[src/hw/mtf_pkg.sv]
// constants, types and helpers shared by the modbus/tcp query client
// assumes: one 100 MHz clock, byte-wide frame streams on both link sides
package mtf_pkg;

  // ****************************************
  // frame layout
  // ****************************************
  localparam int HDR_LEN = 6;
  localparam int QP_TID = 0;
  localparam int QP_PROTO = 2;
  localparam int QP_LEN_HI = 4;
  localparam int QP_LEN_LO = 5;
  localparam int QP_STATION = 6;
  localparam int QP_FC = 7;
  localparam int QP_REF = 8;
  localparam int QP_CNT = 10;
  localparam int QP_BCNT = 12;
  localparam int QP_DATA = 13;
  // positions inside the received station payload (station byte is 0)
  localparam int RP_FC = 1;
  localparam int RP_BCNT = 2;
  localparam int RP_EXC = 2;
  localparam int RP_DATA = 3;
  localparam int RP_REF = 2;
  localparam logic [8:0] HP_TID_HI = 9'h000;
  localparam logic [8:0] HP_TID_LO = 9'h001;
  localparam logic [8:0] HP_PROTO_HI = 9'h002;
  localparam logic [8:0] HP_PROTO_LO = 9'h003;
  localparam logic [8:0] HP_LEN_HI = 9'h004;
  localparam logic [8:0] HP_LEN_LO = 9'h005;
  localparam logic [8:0] HP_PAYLOAD = 9'h006;

  // ****************************************
  // field values
  // ****************************************
  localparam logic [7:0] PROTO_ID = 8'h00;
  localparam logic [7:0] LEN_HI = 8'h00;
  localparam logic [7:0] MAX_STATION = 8'hF7;
  localparam logic [7:0] BCAST_STATION = 8'h00;
  localparam logic [7:0] FC_NONE = 8'h00;
  localparam logic [7:0] FC_RD_COILS = 8'h01;
  localparam logic [7:0] FC_RD_INPUTS = 8'h02;
  localparam logic [7:0] FC_WR_COIL = 8'h05;
  localparam logic [7:0] FC_WR_COILS = 8'h0F;
  localparam logic [7:0] FC_EXC_FLAG = 8'h80;
  localparam logic [7:0] QRY_FIXED_LEN = 8'h06;
  localparam logic [7:0] EXC_LEN = 8'h03;
  localparam logic [7:0] WR_ECHO_LEN = 8'h06;
  localparam logic [15:0] COIL_ON = 16'hFF00;
  localparam logic [15:0] COIL_OFF = 16'h0000;

  // ****************************************
  // timing
  // ****************************************
  localparam int CLK_PERIOD_NS = 10;
  localparam int RSP_TIMEOUT_NS = 1000000;
  localparam int RSP_TIMEOUT_CYC = RSP_TIMEOUT_NS / CLK_PERIOD_NS;

  typedef enum logic [1:0] {
    ST_IDLE = 2'b00,
    ST_SEND = 2'b01,
    ST_WAIT = 2'b11,
    ST_DONE = 2'b10
  } mtf_state_t;

  typedef enum logic [2:0] {
    RS_OK = 3'h0,
    RS_EXCEPTION = 3'h1,
    RS_BAD_CMD = 3'h2,
    RS_BAD_FRAME = 3'h3,
    RS_TIMEOUT = 3'h4,
    RS_NO_REPLY = 3'h5
  } mtf_status_t;

  function automatic logic [7:0] mtf_hi(input logic [15:0] v);
    return v[15:8];
  endfunction : mtf_hi

  function automatic logic [7:0] mtf_lo(input logic [15:0] v);
    return v[7:0];
  endfunction : mtf_lo

  function automatic logic [7:0] mtf_byte_count(input logic [15:0] pts);
    logic [16:0] s;
    s = {1'b0, pts} + 17'h00007;
    return s[10:3];
  endfunction : mtf_byte_count

  // bytes arrive low word first, each word high byte first
  function automatic logic [31:0] mtf_get32(input logic [7:0] b0,
                                            input logic [7:0] b1,
                                            input logic [7:0] b2,
                                            input logic [7:0] b3);
    return {b2, b3, b0, b1};
  endfunction : mtf_get32

endpackage : mtf_pkg

[src/hw/mtf_client.sv]
// modbus/tcp query client for discrete inputs and coils of a device server
// assumes: tx/rx byte streams run on this clock; one query in flight
`timescale 1ns/1ps
`default_nettype none
module mtf_client #(
  parameter int MAX_POINTS = 16,
  parameter int RSP_TIMEOUT = mtf_pkg::RSP_TIMEOUT_CYC
) (
  input wire logic clock,
  input wire logic sys_rst,
  input wire logic clkEn,
  input wire logic cmdValid,
  output logic cmdReady,
  input wire logic [7:0] cmdStation,
  input wire logic [7:0] cmdFunction,
  input wire logic [15:0] cmdRef,
  input wire logic [15:0] cmdCount,
  input wire logic [MAX_POINTS-1:0] cmdCoils,
  output logic txValid,
  input wire logic txReady,
  output logic [7:0] txData,
  output logic txLast,
  input wire logic rxValid,
  input wire logic [7:0] rxData,
  output logic rspValid,
  output logic [2:0] rspStatus,
  output logic [7:0] rspFunction,
  output logic [7:0] rspExcCode,
  output logic [MAX_POINTS-1:0] rspBits,
  output logic [31:0] rspWord32,
  output logic busy
);

  localparam int NB = (MAX_POINTS + 7) / 8;
  localparam int MAXB = mtf_pkg::QP_DATA + NB;
  localparam int MAXR = mtf_pkg::RP_DATA + 3 + NB;

  typedef struct packed {
    mtf_pkg::mtf_state_t state;
    logic [15:0] tid;
    logic [15:0] curTid;
    logic [7:0] station;
    logic [7:0] fc;
    logic [15:0] refNum;
    logic [15:0] count;
    logic [31:0] timer;
    mtf_pkg::mtf_status_t status;
    logic [7:0] rspFc;
    logic [7:0] exc;
    logic [MAX_POINTS-1:0] bits;
    logic [31:0] word32;
  } mtf_cls_t;

  mtf_cls_t q;
  mtf_cls_t d;

  logic loadValid;
  logic loadReady;
  logic [7:0] loadLen;
  logic [MAXB-1:0][7:0] qry;
  logic [7:0] qryLen;
  logic [7:0] dataCnt;
  logic [15:0] coilWord;
  logic [NB*8-1:0] coilsPad;
  logic cmdOk;
  logic isRead;
  logic frameDone;
  logic frameBad;
  logic [7:0] frameLen;
  logic [15:0] frameTid;
  logic [MAXR-1:0][7:0] fb;
  logic ours;
  logic isExc;
  logic isNormal;
  logic readOk;
  logic writeOk;
  logic [MAX_POINTS-1:0] unpacked;

  // ****************************************
  // command check
  // ****************************************
  assign isRead = (cmdFunction == mtf_pkg::FC_RD_COILS) ||
                  (cmdFunction == mtf_pkg::FC_RD_INPUTS);
  // only the four served codes go out; except for a single-coil write, a count of zero
  // or beyond the point width is refused before anything reaches the link
  always_comb begin
    cmdOk = (cmdStation <= mtf_pkg::MAX_STATION);
    if (cmdFunction == mtf_pkg::FC_NONE) cmdOk = 1'b0;
    if (!isRead && cmdFunction != mtf_pkg::FC_WR_COIL &&
        cmdFunction != mtf_pkg::FC_WR_COILS) cmdOk = 1'b0;
    if (cmdFunction != mtf_pkg::FC_WR_COIL &&
        (cmdCount == 16'h0000 || cmdCount > 16'(MAX_POINTS))) begin
      cmdOk = 1'b0;
    end
  end

  // ****************************************
  // query builder
  // ****************************************
  always_comb begin
    coilsPad = '0;
    for (int j = 0; j < MAX_POINTS; j++) begin
      coilsPad[j] = cmdCoils[j] && (16'(j) < cmdCount);
    end
  end

  assign coilWord = cmdCoils[0] ? mtf_pkg::COIL_ON : mtf_pkg::COIL_OFF;
  assign dataCnt = mtf_pkg::mtf_byte_count(cmdCount);

  always_comb begin
    qry = '0;
    qryLen = mtf_pkg::QRY_FIXED_LEN;
    qry[mtf_pkg::QP_TID] = mtf_pkg::mtf_hi(q.tid);
    qry[mtf_pkg::QP_TID+1] = mtf_pkg::mtf_lo(q.tid);
    qry[mtf_pkg::QP_PROTO] = mtf_pkg::PROTO_ID;
    qry[mtf_pkg::QP_PROTO+1] = mtf_pkg::PROTO_ID;
    qry[mtf_pkg::QP_LEN_HI] = mtf_pkg::LEN_HI;
    // station goes out as given: the far end serves or forwards it
    qry[mtf_pkg::QP_STATION] = cmdStation;
    qry[mtf_pkg::QP_FC] = cmdFunction;
    qry[mtf_pkg::QP_REF] = mtf_pkg::mtf_hi(cmdRef);
    qry[mtf_pkg::QP_REF+1] = mtf_pkg::mtf_lo(cmdRef);
    qry[mtf_pkg::QP_CNT] = mtf_pkg::mtf_hi(cmdCount);
    qry[mtf_pkg::QP_CNT+1] = mtf_pkg::mtf_lo(cmdCount);
    if (cmdFunction == mtf_pkg::FC_WR_COIL) begin
      qry[mtf_pkg::QP_CNT] = mtf_pkg::mtf_hi(coilWord);
      qry[mtf_pkg::QP_CNT+1] = mtf_pkg::mtf_lo(coilWord);
    end
    if (cmdFunction == mtf_pkg::FC_WR_COILS) begin
      qry[mtf_pkg::QP_BCNT] = dataCnt;
      for (int i = 0; i < NB; i++) begin
        qry[mtf_pkg::QP_DATA+i] = coilsPad[i*8 +: 8];
      end
      qryLen = mtf_pkg::QRY_FIXED_LEN + 8'h01 + dataCnt;
    end
    qry[mtf_pkg::QP_LEN_LO] = qryLen;
  end

  assign loadValid = (q.state == mtf_pkg::ST_IDLE) && cmdValid && cmdOk;
  assign loadLen = 8'(mtf_pkg::HDR_LEN) + qryLen;

  mtf_frame_tx #(
    .MAXB(MAXB)
  ) u_tx (
    .clock(clock),
    .sys_rst(sys_rst),
    .clkEn(clkEn),
    .loadValid(loadValid),
    .loadReady(loadReady),
    .loadLen(loadLen),
    .loadBytes(qry),
    .txValid(txValid),
    .txReady(txReady),
    .txData(txData),
    .txLast(txLast)
  );

  mtf_frame_rx #(
    .MAXR(MAXR)
  ) u_rx (
    .clock(clock),
    .sys_rst(sys_rst),
    .clkEn(clkEn),
    .rxValid(rxValid),
    .rxData(rxData),
    .frameDone(frameDone),
    .frameBad(frameBad),
    .frameLen(frameLen),
    .frameTid(frameTid),
    .frameBytes(fb)
  );

  // ****************************************
  // reply check
  // ****************************************
  // a frame that is not for the query in flight is dropped silently
  assign ours = frameDone && (frameTid == q.curTid) &&
                (fb[0] == q.station);
  assign isExc = (fb[mtf_pkg::RP_FC] == (q.fc | mtf_pkg::FC_EXC_FLAG));
  assign isNormal = (fb[mtf_pkg::RP_FC] == q.fc);
  assign readOk = (fb[mtf_pkg::RP_BCNT] ==
                   mtf_pkg::mtf_byte_count(q.count)) &&
                  (frameLen == 8'h03 + fb[mtf_pkg::RP_BCNT]);
  assign writeOk = (frameLen == mtf_pkg::WR_ECHO_LEN) &&
                   (fb[mtf_pkg::RP_REF] == mtf_pkg::mtf_hi(q.refNum)) &&
                   (fb[mtf_pkg::RP_REF+1] == mtf_pkg::mtf_lo(q.refNum));

  always_comb begin
    unpacked = '0;
    for (int j = 0; j < MAX_POINTS; j++) begin
      unpacked[j] = (16'(j) < q.count) &&
                    fb[mtf_pkg::RP_DATA + j/8][j%8];
    end
  end

  // ****************************************
  // sequencer
  // ****************************************
  always_comb begin
    d = q;
    case (q.state)
      mtf_pkg::ST_IDLE: begin
        if (cmdValid) begin
          d.station = cmdStation;
          d.fc = cmdFunction;
          d.refNum = cmdRef;
          d.count = cmdCount;
          d.rspFc = cmdFunction;
          d.exc = 8'h00;
          d.bits = '0;
          d.word32 = 32'h0000_0000;
          if (cmdOk) begin
            d.curTid = q.tid;
            d.tid = q.tid + 16'h0001;
            d.state = mtf_pkg::ST_SEND;
          end else begin
            d.status = mtf_pkg::RS_BAD_CMD;
            d.state = mtf_pkg::ST_DONE;
          end
        end
      end
      mtf_pkg::ST_SEND: begin
        if (loadReady) begin
          d.timer = 32'h0000_0000;
          if (q.station == mtf_pkg::BCAST_STATION) begin
            d.status = mtf_pkg::RS_NO_REPLY;
            d.state = mtf_pkg::ST_DONE;
          end else begin
            d.state = mtf_pkg::ST_WAIT;
          end
        end
      end
      mtf_pkg::ST_WAIT: begin
        d.timer = q.timer + 32'h0000_0001;
        if (ours) begin
          d.state = mtf_pkg::ST_DONE;
          d.rspFc = fb[mtf_pkg::RP_FC];
          d.status = mtf_pkg::RS_BAD_FRAME;
          if (frameBad) begin
            d.status = mtf_pkg::RS_BAD_FRAME;
          end else if (isExc && frameLen == mtf_pkg::EXC_LEN) begin
            d.status = mtf_pkg::RS_EXCEPTION;
            d.exc = fb[mtf_pkg::RP_EXC];
          end else if (isNormal && (q.fc == mtf_pkg::FC_RD_COILS ||
                       q.fc == mtf_pkg::FC_RD_INPUTS) && readOk) begin
            d.status = mtf_pkg::RS_OK;
            d.bits = unpacked;
            d.word32 = mtf_pkg::mtf_get32(fb[mtf_pkg::RP_DATA],
                                          fb[mtf_pkg::RP_DATA+1],
                                          fb[mtf_pkg::RP_DATA+2],
                                          fb[mtf_pkg::RP_DATA+3]);
          end else if (isNormal && writeOk) begin
            d.status = mtf_pkg::RS_OK;
          end
        end else if (q.timer == 32'(RSP_TIMEOUT - 1)) begin
          // a lost reply must not hang the client forever
          d.status = mtf_pkg::RS_TIMEOUT;
          d.state = mtf_pkg::ST_DONE;
        end
      end
      mtf_pkg::ST_DONE: begin
        d.state = mtf_pkg::ST_IDLE;
      end
      default: begin
        d.state = mtf_pkg::ST_IDLE;
      end
    endcase
  end

  always_ff @(posedge clock) begin
    if (sys_rst) begin
      q <= '0;
    end else if (clkEn) begin
      q <= d;
    end
  end

  assign cmdReady = (q.state == mtf_pkg::ST_IDLE);
  assign rspValid = (q.state == mtf_pkg::ST_DONE);
  assign rspStatus = q.status;
  assign rspFunction = q.rspFc;
  assign rspExcCode = q.exc;
  assign rspBits = q.bits;
  assign rspWord32 = q.word32;
  assign busy = (q.state != mtf_pkg::ST_IDLE);

  // ****************************************
  // checks
  // ****************************************
  chk_tx_only_query: assert property (@(posedge clock)
    disable iff (sys_rst)
    txValid |-> q.state == mtf_pkg::ST_SEND)
    else $error("link byte sent outside a query");

  chk_bcast_silent: assert property (@(posedge clock)
    disable iff (sys_rst || !clkEn)
    q.state == mtf_pkg::ST_SEND && loadReady &&
    q.station == mtf_pkg::BCAST_STATION
    |=> rspValid && rspStatus == mtf_pkg::RS_NO_REPLY)
    else $error("broadcast did not finish without reply");

  chk_station_range: assert property (@(posedge clock)
    disable iff (sys_rst || !clkEn)
    cmdReady && cmdValid && cmdStation > mtf_pkg::MAX_STATION
    |=> rspValid && rspStatus == mtf_pkg::RS_BAD_CMD ##1 !busy)
    else $error("station above range was not refused");

  chk_fc_zero: assert property (@(posedge clock)
    disable iff (sys_rst || !clkEn)
    cmdReady && cmdValid && cmdFunction == mtf_pkg::FC_NONE
    |-> !loadValid)
    else $error("function code zero was sent");

  chk_tid_fresh: assert property (@(posedge clock)
    disable iff (sys_rst || !clkEn)
    loadValid |=> q.curTid == $past(q.tid) &&
                  q.tid == $past(q.tid) + 16'h0001)
    else $error("transaction identifier not advanced");

  chk_hdr_zero: assert property (@(posedge clock)
    disable iff (sys_rst)
    loadValid |-> qry[mtf_pkg::QP_PROTO] == 8'h00 &&
                  qry[mtf_pkg::QP_PROTO+1] == 8'h00 &&
                  qry[mtf_pkg::QP_LEN_HI] == 8'h00)
    else $error("header zero field not zero");

  chk_len_match: assert property (@(posedge clock)
    disable iff (sys_rst)
    loadValid |-> loadLen == qry[mtf_pkg::QP_LEN_LO] + 8'h06 &&
      qry[mtf_pkg::QP_LEN_LO] == ((cmdFunction == mtf_pkg::FC_WR_COILS) ?
      8'h07 + mtf_pkg::mtf_byte_count(cmdCount) : 8'h06))
    else $error("length byte disagrees with frame size");

  chk_exc_flag: assert property (@(posedge clock)
    disable iff (sys_rst || !clkEn)
    q.state == mtf_pkg::ST_WAIT && ours && !frameBad && isExc &&
    frameLen == mtf_pkg::EXC_LEN
    |=> rspValid && rspStatus == mtf_pkg::RS_EXCEPTION &&
        rspFunction[7])
    else $error("flagged reply not reported as exception");

endmodule : mtf_client
`default_nettype wire

[src/hw/mtf_frame_rx.sv]
// reply collector: checks the six-byte header and gathers station bytes
// assumes: rx bytes come from logic on the same clock, no back-pressure
`timescale 1ns/1ps
`default_nettype none
module mtf_frame_rx #(
  parameter int MAXR = 8
) (
  input wire logic clock,
  input wire logic sys_rst,
  input wire logic clkEn,
  input wire logic rxValid,
  input wire logic [7:0] rxData,
  output logic frameDone,
  output logic frameBad,
  output logic [7:0] frameLen,
  output logic [15:0] frameTid,
  output logic [MAXR-1:0][7:0] frameBytes
);

  typedef struct packed {
    logic [8:0] pos;
    logic [7:0] len;
    logic [15:0] tid;
    logic bad;
    logic done;
    logic [MAXR-1:0][7:0] bytes;
  } mtf_rxs_t;

  mtf_rxs_t q;
  mtf_rxs_t d;
  logic [8:0] slot;

  assign slot = q.pos - mtf_pkg::HP_PAYLOAD;

  // ****************************************
  // parser
  // ****************************************
  always_comb begin
    d = q;
    d.done = 1'b0;
    if (rxValid) begin
      d.pos = q.pos + 9'h001;
      if (q.pos == mtf_pkg::HP_TID_HI) begin
        d.bad = 1'b0;
        d.bytes = '0;
        d.tid[15:8] = rxData;
      end else if (q.pos == mtf_pkg::HP_TID_LO) begin
        d.tid[7:0] = rxData;
      end else if (q.pos == mtf_pkg::HP_PROTO_HI ||
                   q.pos == mtf_pkg::HP_PROTO_LO) begin
        if (rxData != mtf_pkg::PROTO_ID) d.bad = 1'b1;
      end else if (q.pos == mtf_pkg::HP_LEN_HI) begin
        if (rxData != mtf_pkg::LEN_HI) d.bad = 1'b1;
      end else if (q.pos == mtf_pkg::HP_LEN_LO) begin
        d.len = rxData;
        // a frame must carry at least its station byte
        if (rxData == 8'h00) begin
          d.bad = 1'b1;
          d.done = 1'b1;
          d.pos = '0;
        end
      end else begin
        // payload starts right after the header; an empty data field is
        // fine, the length alone closes the frame
        if (slot < 9'(MAXR)) begin
          d.bytes[slot] = rxData;
        end else begin
          d.bad = 1'b1;
        end
        if (q.pos == 9'(q.len) + 9'h005) begin
          d.done = 1'b1;
          d.pos = '0;
        end
      end
    end
  end

  always_ff @(posedge clock) begin
    if (sys_rst) begin
      q <= '0;
    end else if (clkEn) begin
      q <= d;
    end
  end

  assign frameDone = q.done;
  assign frameBad = q.bad;
  assign frameLen = q.len;
  assign frameTid = q.tid;
  assign frameBytes = q.bytes;

  chk_rx_done_pulse: assert property (@(posedge clock)
    disable iff (sys_rst || !clkEn)
    frameDone |-> q.pos == 9'h000)
    else $error("frame closed without returning to header");

endmodule : mtf_frame_rx
`default_nettype wire

[src/hw/mtf_frame_tx.sv]
// query serialiser: loads a whole frame, then streams it byte by byte
// assumes: the loader holds loadValid data only for the accepting cycle
`timescale 1ns/1ps
`default_nettype none
module mtf_frame_tx #(
  parameter int MAXB = 15
) (
  input wire logic clock,
  input wire logic sys_rst,
  input wire logic clkEn,
  input wire logic loadValid,
  output logic loadReady,
  input wire logic [7:0] loadLen,
  input wire logic [MAXB-1:0][7:0] loadBytes,
  output logic txValid,
  input wire logic txReady,
  output logic [7:0] txData,
  output logic txLast
);

  typedef struct packed {
    logic busy;
    logic [7:0] left;
    logic [MAXB-1:0][7:0] bytes;
  } mtf_txs_t;

  mtf_txs_t q;
  mtf_txs_t d;

  // ****************************************
  // shifter
  // ****************************************
  // a shift register keeps txData straight off a flop, no wide mux
  always_comb begin
    d = q;
    if (q.busy && txReady) begin
      d.bytes = q.bytes >> 8;
      d.left = q.left - 8'h01;
      d.busy = (q.left != 8'h01);
    end else if (!q.busy && loadValid) begin
      d.busy = (loadLen != 8'h00);
      d.left = loadLen;
      d.bytes = loadBytes;
    end
  end

  always_ff @(posedge clock) begin
    if (sys_rst) begin
      q <= '0;
    end else if (clkEn) begin
      q <= d;
    end
  end

  assign loadReady = !q.busy;
  assign txValid = q.busy;
  assign txData = q.bytes[0];
  assign txLast = q.busy && (q.left == 8'h01);

  chk_tx_stall_hold: assert property (@(posedge clock)
    disable iff (sys_rst || !clkEn)
    txValid && !txReady |=> txValid && $stable(txData))
    else $error("tx byte changed while stalled");

endmodule : mtf_frame_tx
`default_nettype wire

[config.mk]
export PLATFORM = sky130hd
export DESIGN_NAME = mtf_client
export DESIGN_NICKNAME = d
export VERILOG_FILES = /design/src/hw/mtf_pkg.sv /design/src/hw/mtf_client.sv /design/src/hw/mtf_frame_rx.sv /design/src/hw/mtf_frame_tx.sv
export SDC_FILE = /design/constraint.sdc
export NUM_CORES = 1
export LEC_CHECK = 0
export BUFFER_PORTS_ARGS = -buffer_cell sky130_fd_sc_hd__buf_2
export CELL_PAD_IN_SITES_DETAIL_PLACEMENT = 1
export CELL_PAD_IN_SITES_GLOBAL_PLACEMENT = 1
export CORE_MARGIN = 2
export CORE_UTILIZATION = 35
export DETAILED_ROUTE_END_ITERATION = 10
export PLACE_DENSITY = 0.7
export SYNTH_ARGS = -nofsm -noshare
export SYNTH_HDL_FRONTEND = slang
export SYNTH_SLANG_ARGS = --single-unit
[constraint.sdc]
create_clock -name clock -period 4.1 [get_ports clock]
set_input_delay 0.205 -clock clock [delete_from_list [all_inputs] [get_ports clock]]
set_output_delay 0.205 -clock clock [all_outputs]
set_load 0.005 [all_outputs]
---- Word-level counts from Yosys, hierarchy flattened ----
Cells that the tools add are included.
W data, S select, Z words.
cells by class
  reductions and logical operators ........ 85
  add/sub/neg operators ................... 11
  muxes and demuxes ....................... 62
  equality and inequality tests ........... 46
  order comparisons ....................... 37
  bitwise gates (word level) .............. 4
operator list
  operator                 number
  $mux W129                2
  $lt A4 B16 Y1 const A    16
  $mux W64                 4
  $mux W65                 3
  $lt A3 B16 Y1 const A    8
  $pmux W64 S2             1
  $mux W48                 2
  $mux W82                 1
  $mux W17                 4
  $mux W67                 1
  $mux W66                 1
  $bwmux W64               1
  $lt A1 B16 Y1 const A    4
  $lt A2 B16 Y1 const A    4
  $pmux W32 S2             1
  $eq A8 B8 Y1             7
  $mux W56                 1
  $logic_and A1 B1 Y1      50
  $mux W35                 1
  $add A32 B1 Y32 const B  1
  $eq A32 B17 Y1 const B   1
  $mux W16                 2
  $mux W32                 1
  $mux W8                  4
  55 further kinds         124
word-level totals
  input port bits ......................... 78
  register bits ........................... 409
  output and inout port bits .............. 80

---- Depth between registers and ports, before layout ----
  depth after elaboration ................. 13
  mapped depth ............................ 16
  gate-level depth less buffers ........... 14

---- By module ----
Synthesis repeated with hierarchy kept, for this count alone.
second synthesis, totals
  cell total of the unflattened synthesis .. 2683
  area total of the unflattened synthesis .. 21932.3 um2
by module, submodules not included
  module        cells each  times used  area each (um2)  seq. area each (um2)
  mtf_client    1391        1           10814.1          3623.5
  mtf_frame_tx  747         1           5989.5           2582.5
  mtf_frame_rx  545         1           5128.7           1981.9

---- Least setup slack after synthesis ----
No wires, ideal clock.
  path type ............................... in2reg
  start ................................... input cmdCount[3]
  end ..................................... register u_tx.q (netlist bit u_tx.txValid)
  path buffers ............................ 2
  data arrival time ....................... 2.863 ns
  stages .................................. 16
  data required time ...................... 3.958 ns
  library setup time ...................... 0.142 ns
  slack ................................... 1.094 ns
  cells stage by stage .................... buf_2 or4_1 clkbuf_1 and2_1 inv_1 ha_1 inv_1 xnor2_1 and2_1 ha_1 inv_1 a2111o_1 a21o_1 a2111o_1 mux2i_1 a311oi_1
on the way
  word-level cells in the longest chain between the ends .. 8
  elaborated cells on any way between the ends .. 16
RTL lines
  item                                                     RTL line            RTL
  start: declaration                                       mtf_client.sv:17    input wire logic [15:0] cmdCount,
  branches (longest 8 deep; another with $add A11 B3 Y11)  n/a
  end signal: assignment                                   mtf_frame_tx.sv:49  q <= '0;
  end signal: assignment                                   mtf_frame_tx.sv:51  q <= d;
  end: declaration                                         mtf_frame_tx.sv:27  mtf_txs_t q;
Several ways; the timed one is not identified. The select of a mux whose other input is x is not followed.
A chain may end at the register's enable or synchronous reset.

---- Worst setup path in the final report ----
  start ................................... register u_rx.q[91] (netlist bit)
  end ..................................... register u_rx.q (netlist bit u_rx.frameBytes[1])
on the way
  word-level cells in the longest chain between the ends .. 12
  elaborated cells on any way between the ends .. 27
RTL lines
  item                                                                RTL line                                RTL
  start: declaration                                                  mtf_frame_rx.sv:29                      mtf_rxs_t q;
  start signal: assignment                                            mtf_frame_rx.sv:80                      q <= '0;
  start signal: assignment                                            mtf_frame_rx.sv:82                      q <= d;
  $sub A9 B3 Y9                                                       mtf_frame_rx.sv:33                      assign slot = q.pos - mtf_pkg::HP_PAYLOAD;
  $ge A9 B1 Y1 (not written as such) or $lt A9 B4 Y1 (tied branches)  mtf_frame_rx.sv:66, mtf_frame_rx.sv:65
  $logic_and A1 B1 Y1 (not written as such)                           mtf_frame_rx.sv:66                      d.bytes[slot] = rxData;
  $mux W8 (not written as such)                                       mtf_frame_rx.sv:66
  $demux W8 S3                                                        n/a
  $bwmux W64                                                          mtf_frame_rx.sv:66
  $mux W64                                                            mtf_frame_rx.sv:65                      if (slot < 9'(MAXR)) begin
  $mux W64                                                            mtf_frame_rx.sv:54                      end else if (q.pos == mtf_pkg::HP_LEN_LO) begin
  $mux W65                                                            mtf_frame_rx.sv:52                      end else if (q.pos == mtf_pkg::HP_LEN_HI) begin
  $mux W65                                                            mtf_frame_rx.sv:49                      end else if (q.pos == mtf_pkg::HP_PROTO_HI ||
  $mux W66                                                            mtf_frame_rx.sv:47                      end else if (q.pos == mtf_pkg::HP_TID_LO) begin
  $mux W64                                                            mtf_frame_rx.sv:43                      if (q.pos == mtf_pkg::HP_TID_HI) begin
Parallel ways exist; a longest one is shown, timed or not. The select of a mux whose other input is x is not followed.

==> metrics.md <==
| Metric | Value |
|---|---|
| Share of cells above drive strength 1 | 12.4% |
| WP buf/inv | 0 |
| Number of I/O pins | 158 |
| CTS sink cnt | approximately 400 |
| Vias | ~17000 |
| Detailed Routing Iterations Pass 1 | 5 |
| Worst Tran Pin Value | 1230 ps |
| TritonCTS clock tree | done |
| Vias in the first global route | 17300 |
| Peak Freq | between 300 and 400 MHz |
| Chip height | around 240 um |
| Core footprint | approximately 0.054 sq mm |
| Worst path max stage delay | slightly above 700 ps |
| Total power | slightly below 0.009 W |
| CTS buffer count | between 40 and 50 |
| Ys flop type | dfxtp_1 |
| Hold Fails Final Rpt | 0 |
| Rows | 85 |
| Leak | between 7 and 8 nW |
| Hpwl dp | about 43000 um |
| Worst hold path type | in2reg |
| Power share of the clock group | between 40 and 50% |
| Post-CTS sizing | 0 |
| Htree depth | 2 |
| Number of diodes | 0 |
| Clock skew | around 30 ps |
| Slew Limit Fails | 0 |
| Root buffer cell | clkbuf_16 |
| Largest net degree at the start of global routing | between 100 and 150 |
| Max VDD drop | 0.267 mV |
| Full die area | 0.0559 sq mm |
| Sw Share | 24.8% |
| Post-synthesis sequential area ratio | 42.4% |
| Syn Area/Cell | 8.25 sq um |
| Drt via density | approximately 5.5 |
| WL/cell | 20.4 um |
| Status | completed |
| Layout fillers | approximately 6300 |
| Chip width | 237 um |
| Max-capacitance violation count | 0 |
| Pwr per Cell Area | roughly 400 mW/mm^2 |
| Setup-failing EPs final | 0 |
| Clock Latency Late Sink | approximately 600 ps |
| Synthesized area | ~0.019 sq mm |
| Setup crit end kind | flop |
| CTS Buffer Depth | 3 |
| Synth Instances | ~2300 |
| Initial drt markers | 1145 |
| Post-synth top area share | between 40% and 50% |
| Synthesis Warnings | 0 |
| Async S/R FF share, synth | 0% |
| Initial core utilization | 35.3% |
| Worst r2r src | u_rx.q[91]$_SDFFE_PP0P_ |
| Hold Startpoint | cmdCount[7] |
| RSZ-0062 raised after global routing | false |
| Max-slew headroom | roughly 18% |
| CP delay by family, top | compound AO/OA/AOI/OAI gates |
| Clock transition at path regs | roughly 60 ps |
| GRT Util Overall | 21.9% |
| Number of synthesized register bits | roughly 400 |
| Switching power | between 0.002 and 0.0025 W |
| Combinational share of power | around 6.4% |
| Nets@finish | roughly 2400 |
| Seq pwr share | 45.5% |
| Crit path max fanout | 13 |
| Synth top area cells | dfxtp_1, nand2_1, nor2_1, mux2i_1, a21oi_1 |
| Number of synthesized flops with an enable pin | 0 |
| Post-synth cell types | 75 |
| Initial antenna violation count | 0 |
| Internal Power | ~0.0066 W |
| Number of remaining DRC errors | 0 |
| Drt total wl | around 63000 um |
| Cells along the critical path | ha_1 -> o21bai_1 -> a2111oi_2 -> nor2_1 -> o2111ai_2 -> nor2_1 -> nand2_1 -> a21oi_1 |
| CP Data Required Time | 4520 ps |
| Critical path class | reg2reg |
| Most numerous cell on the critical path | nor2_1 |
| Global-route wire length before repair | 98300 um |
| Buffers on Ports | 157 |
| Final ANT Viol Nets | 0 |
| WHS | 43.4 ps |
| CP Data Arrival Time | 3750 ps |
| Grt ovf | 0 |
| Hold depth | 3 |
| Final Wtd Congestion | about 0.86 |
| FF-to-FF path depth | 8 |
| Fraction of the cycle the final worst path needs | between 80% and 90% |
| Hold Path Sink | q[106]$_SDFFE_PP0P_ |
| Synth-to-Final Area Change | 14.4% |
| Final min period | about 3300 ps |
| Reg2reg end | u_rx.frameBytes[1]$_SDFFE_PP0P_ |
| Syn_nets | ~2400 |
| Final setup TNS | 0 ps |
| Critical path's slowest cell | dfxtp_1 |
| R2R Setup Slk | roughly 770 ps |
| CP Launch Type | flop |
| Yosys top cell by area | dfxtp_1 |
==> layout make-up <==
cell class / count / area, sq um / area share [%]
Clock buffer: 63 / 1330 / 6.13
Clock inverter: 22 / 216 / 1.00
Inverter: 31 / 116 / 0.537
Multi-Input combinational cell: 1608 / 9520 / 44.0
Sequential cell: 401 / 8030 / 37.1
Tap cell: 696 / 871 / 4.02
Timing Repair Buffer: 240 / 1580 / 7.29
==> synth_stat cells, types with 9 or more instances <==
| library cell | count |
|---|---|
| dfxtp_1 | 401 |
| nand2_1 | 370 |
| nor2_1 | 292 |
| a21oi_1 | 142 |
| clkbuf_1 | 130 |
| buf_4 | 78 |
| mux2i_1 | 76 |
| a311oi_1 | 72 |
| xnor2_1 | 66 |
| xor2_1 | 64 |
| nand3_1 | 49 |
| nand4_1 | 44 |
| nor3_1 | 44 |
| a22o_1 | 40 |
| buf_2 | 35 |
| o21ai_0 | 33 |
| inv_1 | 31 |
| and3_1 | 27 |
| a22oi_1 | 25 |
| nor4_1 | 24 |
| a211oi_1 | 20 |
| or3_1 | 16 |
| o211ai_1 | 15 |
| ha_1 | 13 |
| nand2b_1 | 11 |
| and2_1 | 10 |
| and4_1 | 10 |
| or4_1 | 10 |
| o21ai_1 | 9 |
==> through the flow <==
step	cells	setup slack, ps	area [sq um]	utilization (%)
6_report	3061	770	21700	40.4
5_1_grt	3061	547	21700	40.4
4_1_cts	3061	820	21700	40.4
3_5_place_dp	2922	690	19600	36.5
3_3_place_gp	2922	747	19600	36.5
2_1_floorplan	2293	1090	18900	-
==> sequential cells by signal, indices dropped and copies added, names as in the netlist, 9 cells and up <==
signal           flops
q                  114
u_rx.frameTid       16
rspBits             16
u_tx.q             120
u_rx.frameBytes     56
u_rx.q               9
rspWord32           32
==> routing by layer <==
layer / track usage (%) / part of all wire (%) / vias up
li1: - / - / 8022
met2: 36.6 / 47 / 360
met3: 2.96 / 4.4 / 111
met4: 7.69 / 3.1 / 0
met1: 28.9 / 45 / 8369
met5: 0 / 0 / -
==> worst min-delay path: stages <==
cell and delay, ps:
buf_2 190, nand2_1 110, a21oi_1 60
==> cell families after synthesis <==
family	count (synthesis)	synth area share, %
buffers and inverters	284	7.53
muxes	76	4.02
xor gates and xnor gates	131	6.14
AOI/OAI and AO/OA	443	16.5
and+or+nand+nor	945	22.6
DFF	401	42.4
adders and majority gates	13	0.860
==> cells in the final DEF (no fill, tap or decap), drive strengths merged, types with 7 or more instances in the layout <==
cell / Yosys / final
a211oi: 20 / 20
a21boi: 7 / 7
a21oi: 143 / 143
a221oi: 7 / 7
a22o: 40 / 40
a22oi: 25 / 25
a311oi: 72 / 72
a32o: 8 / 8
a32oi: 8 / 8
and2: 11 / 11
and3: 27 / 27
and4: 10 / 10
buf: 123 / 185
clkbuf: 130 / 64
clkinv: 0 / 13
dfxtp: 401 / 401
dlygate4sd3: 0 / 54
ha: 13 / 13
inv: 31 / 35
mux2i: 76 / 76
nand2: 370 / 370
nand2b: 11 / 11
nand3: 50 / 50
nand4: 44 / 44
nor2: 292 / 292
nor3: 47 / 47
nor4: 27 / 27
o2111ai: 7 / 7
o211ai: 15 / 15
o21ai: 43 / 43
or3: 16 / 16
or4: 11 / 11
xnor2: 66 / 66
xor2: 64 / 64
==> power by group through the flow <==
stage	logic, W	clock network, W	registers (W)
final	0.000562	0.00421	0.00399
after global routing	0.000613	0.00446	0.00399
after CTS	0.000561	0.00431	0.00399
after detailed placement	0.000516	0	0.00407
after global placement	0.000505	0	0.00407
after floorplan	0.000335	0	0.00405
==> worst max-delay path by stage <==
stage	to	depth (start not counted)	startpoint
after CTS	u_tx.txValid$_SDFFE_PP0P_	16	cmdCount[3]
after detailed placement	u_tx.txValid$_SDFFE_PP0P_	15	cmdCount[1]
after floorplan	u_tx.txValid$_SDFFE_PP0P_	16	cmdCount[3]
after global routing	u_rx.frameBytes[1]$_SDFFE_PP0P_	8	u_rx.q[91]$_SDFFE_PP0P_
after global placement	u_tx.txValid$_SDFFE_PP0P_	15	cmdCount[1]
final	u_rx.frameBytes[1]$_SDFFE_PP0P_	8	u_rx.q[91]$_SDFFE_PP0P_
==> timing repair <==
item                      CTS  global route
setup buffers               0             0
hold endpoints to repair   93             0
hold buffers               54             0
Note: power is estimated with default switching activity, not from simulation.
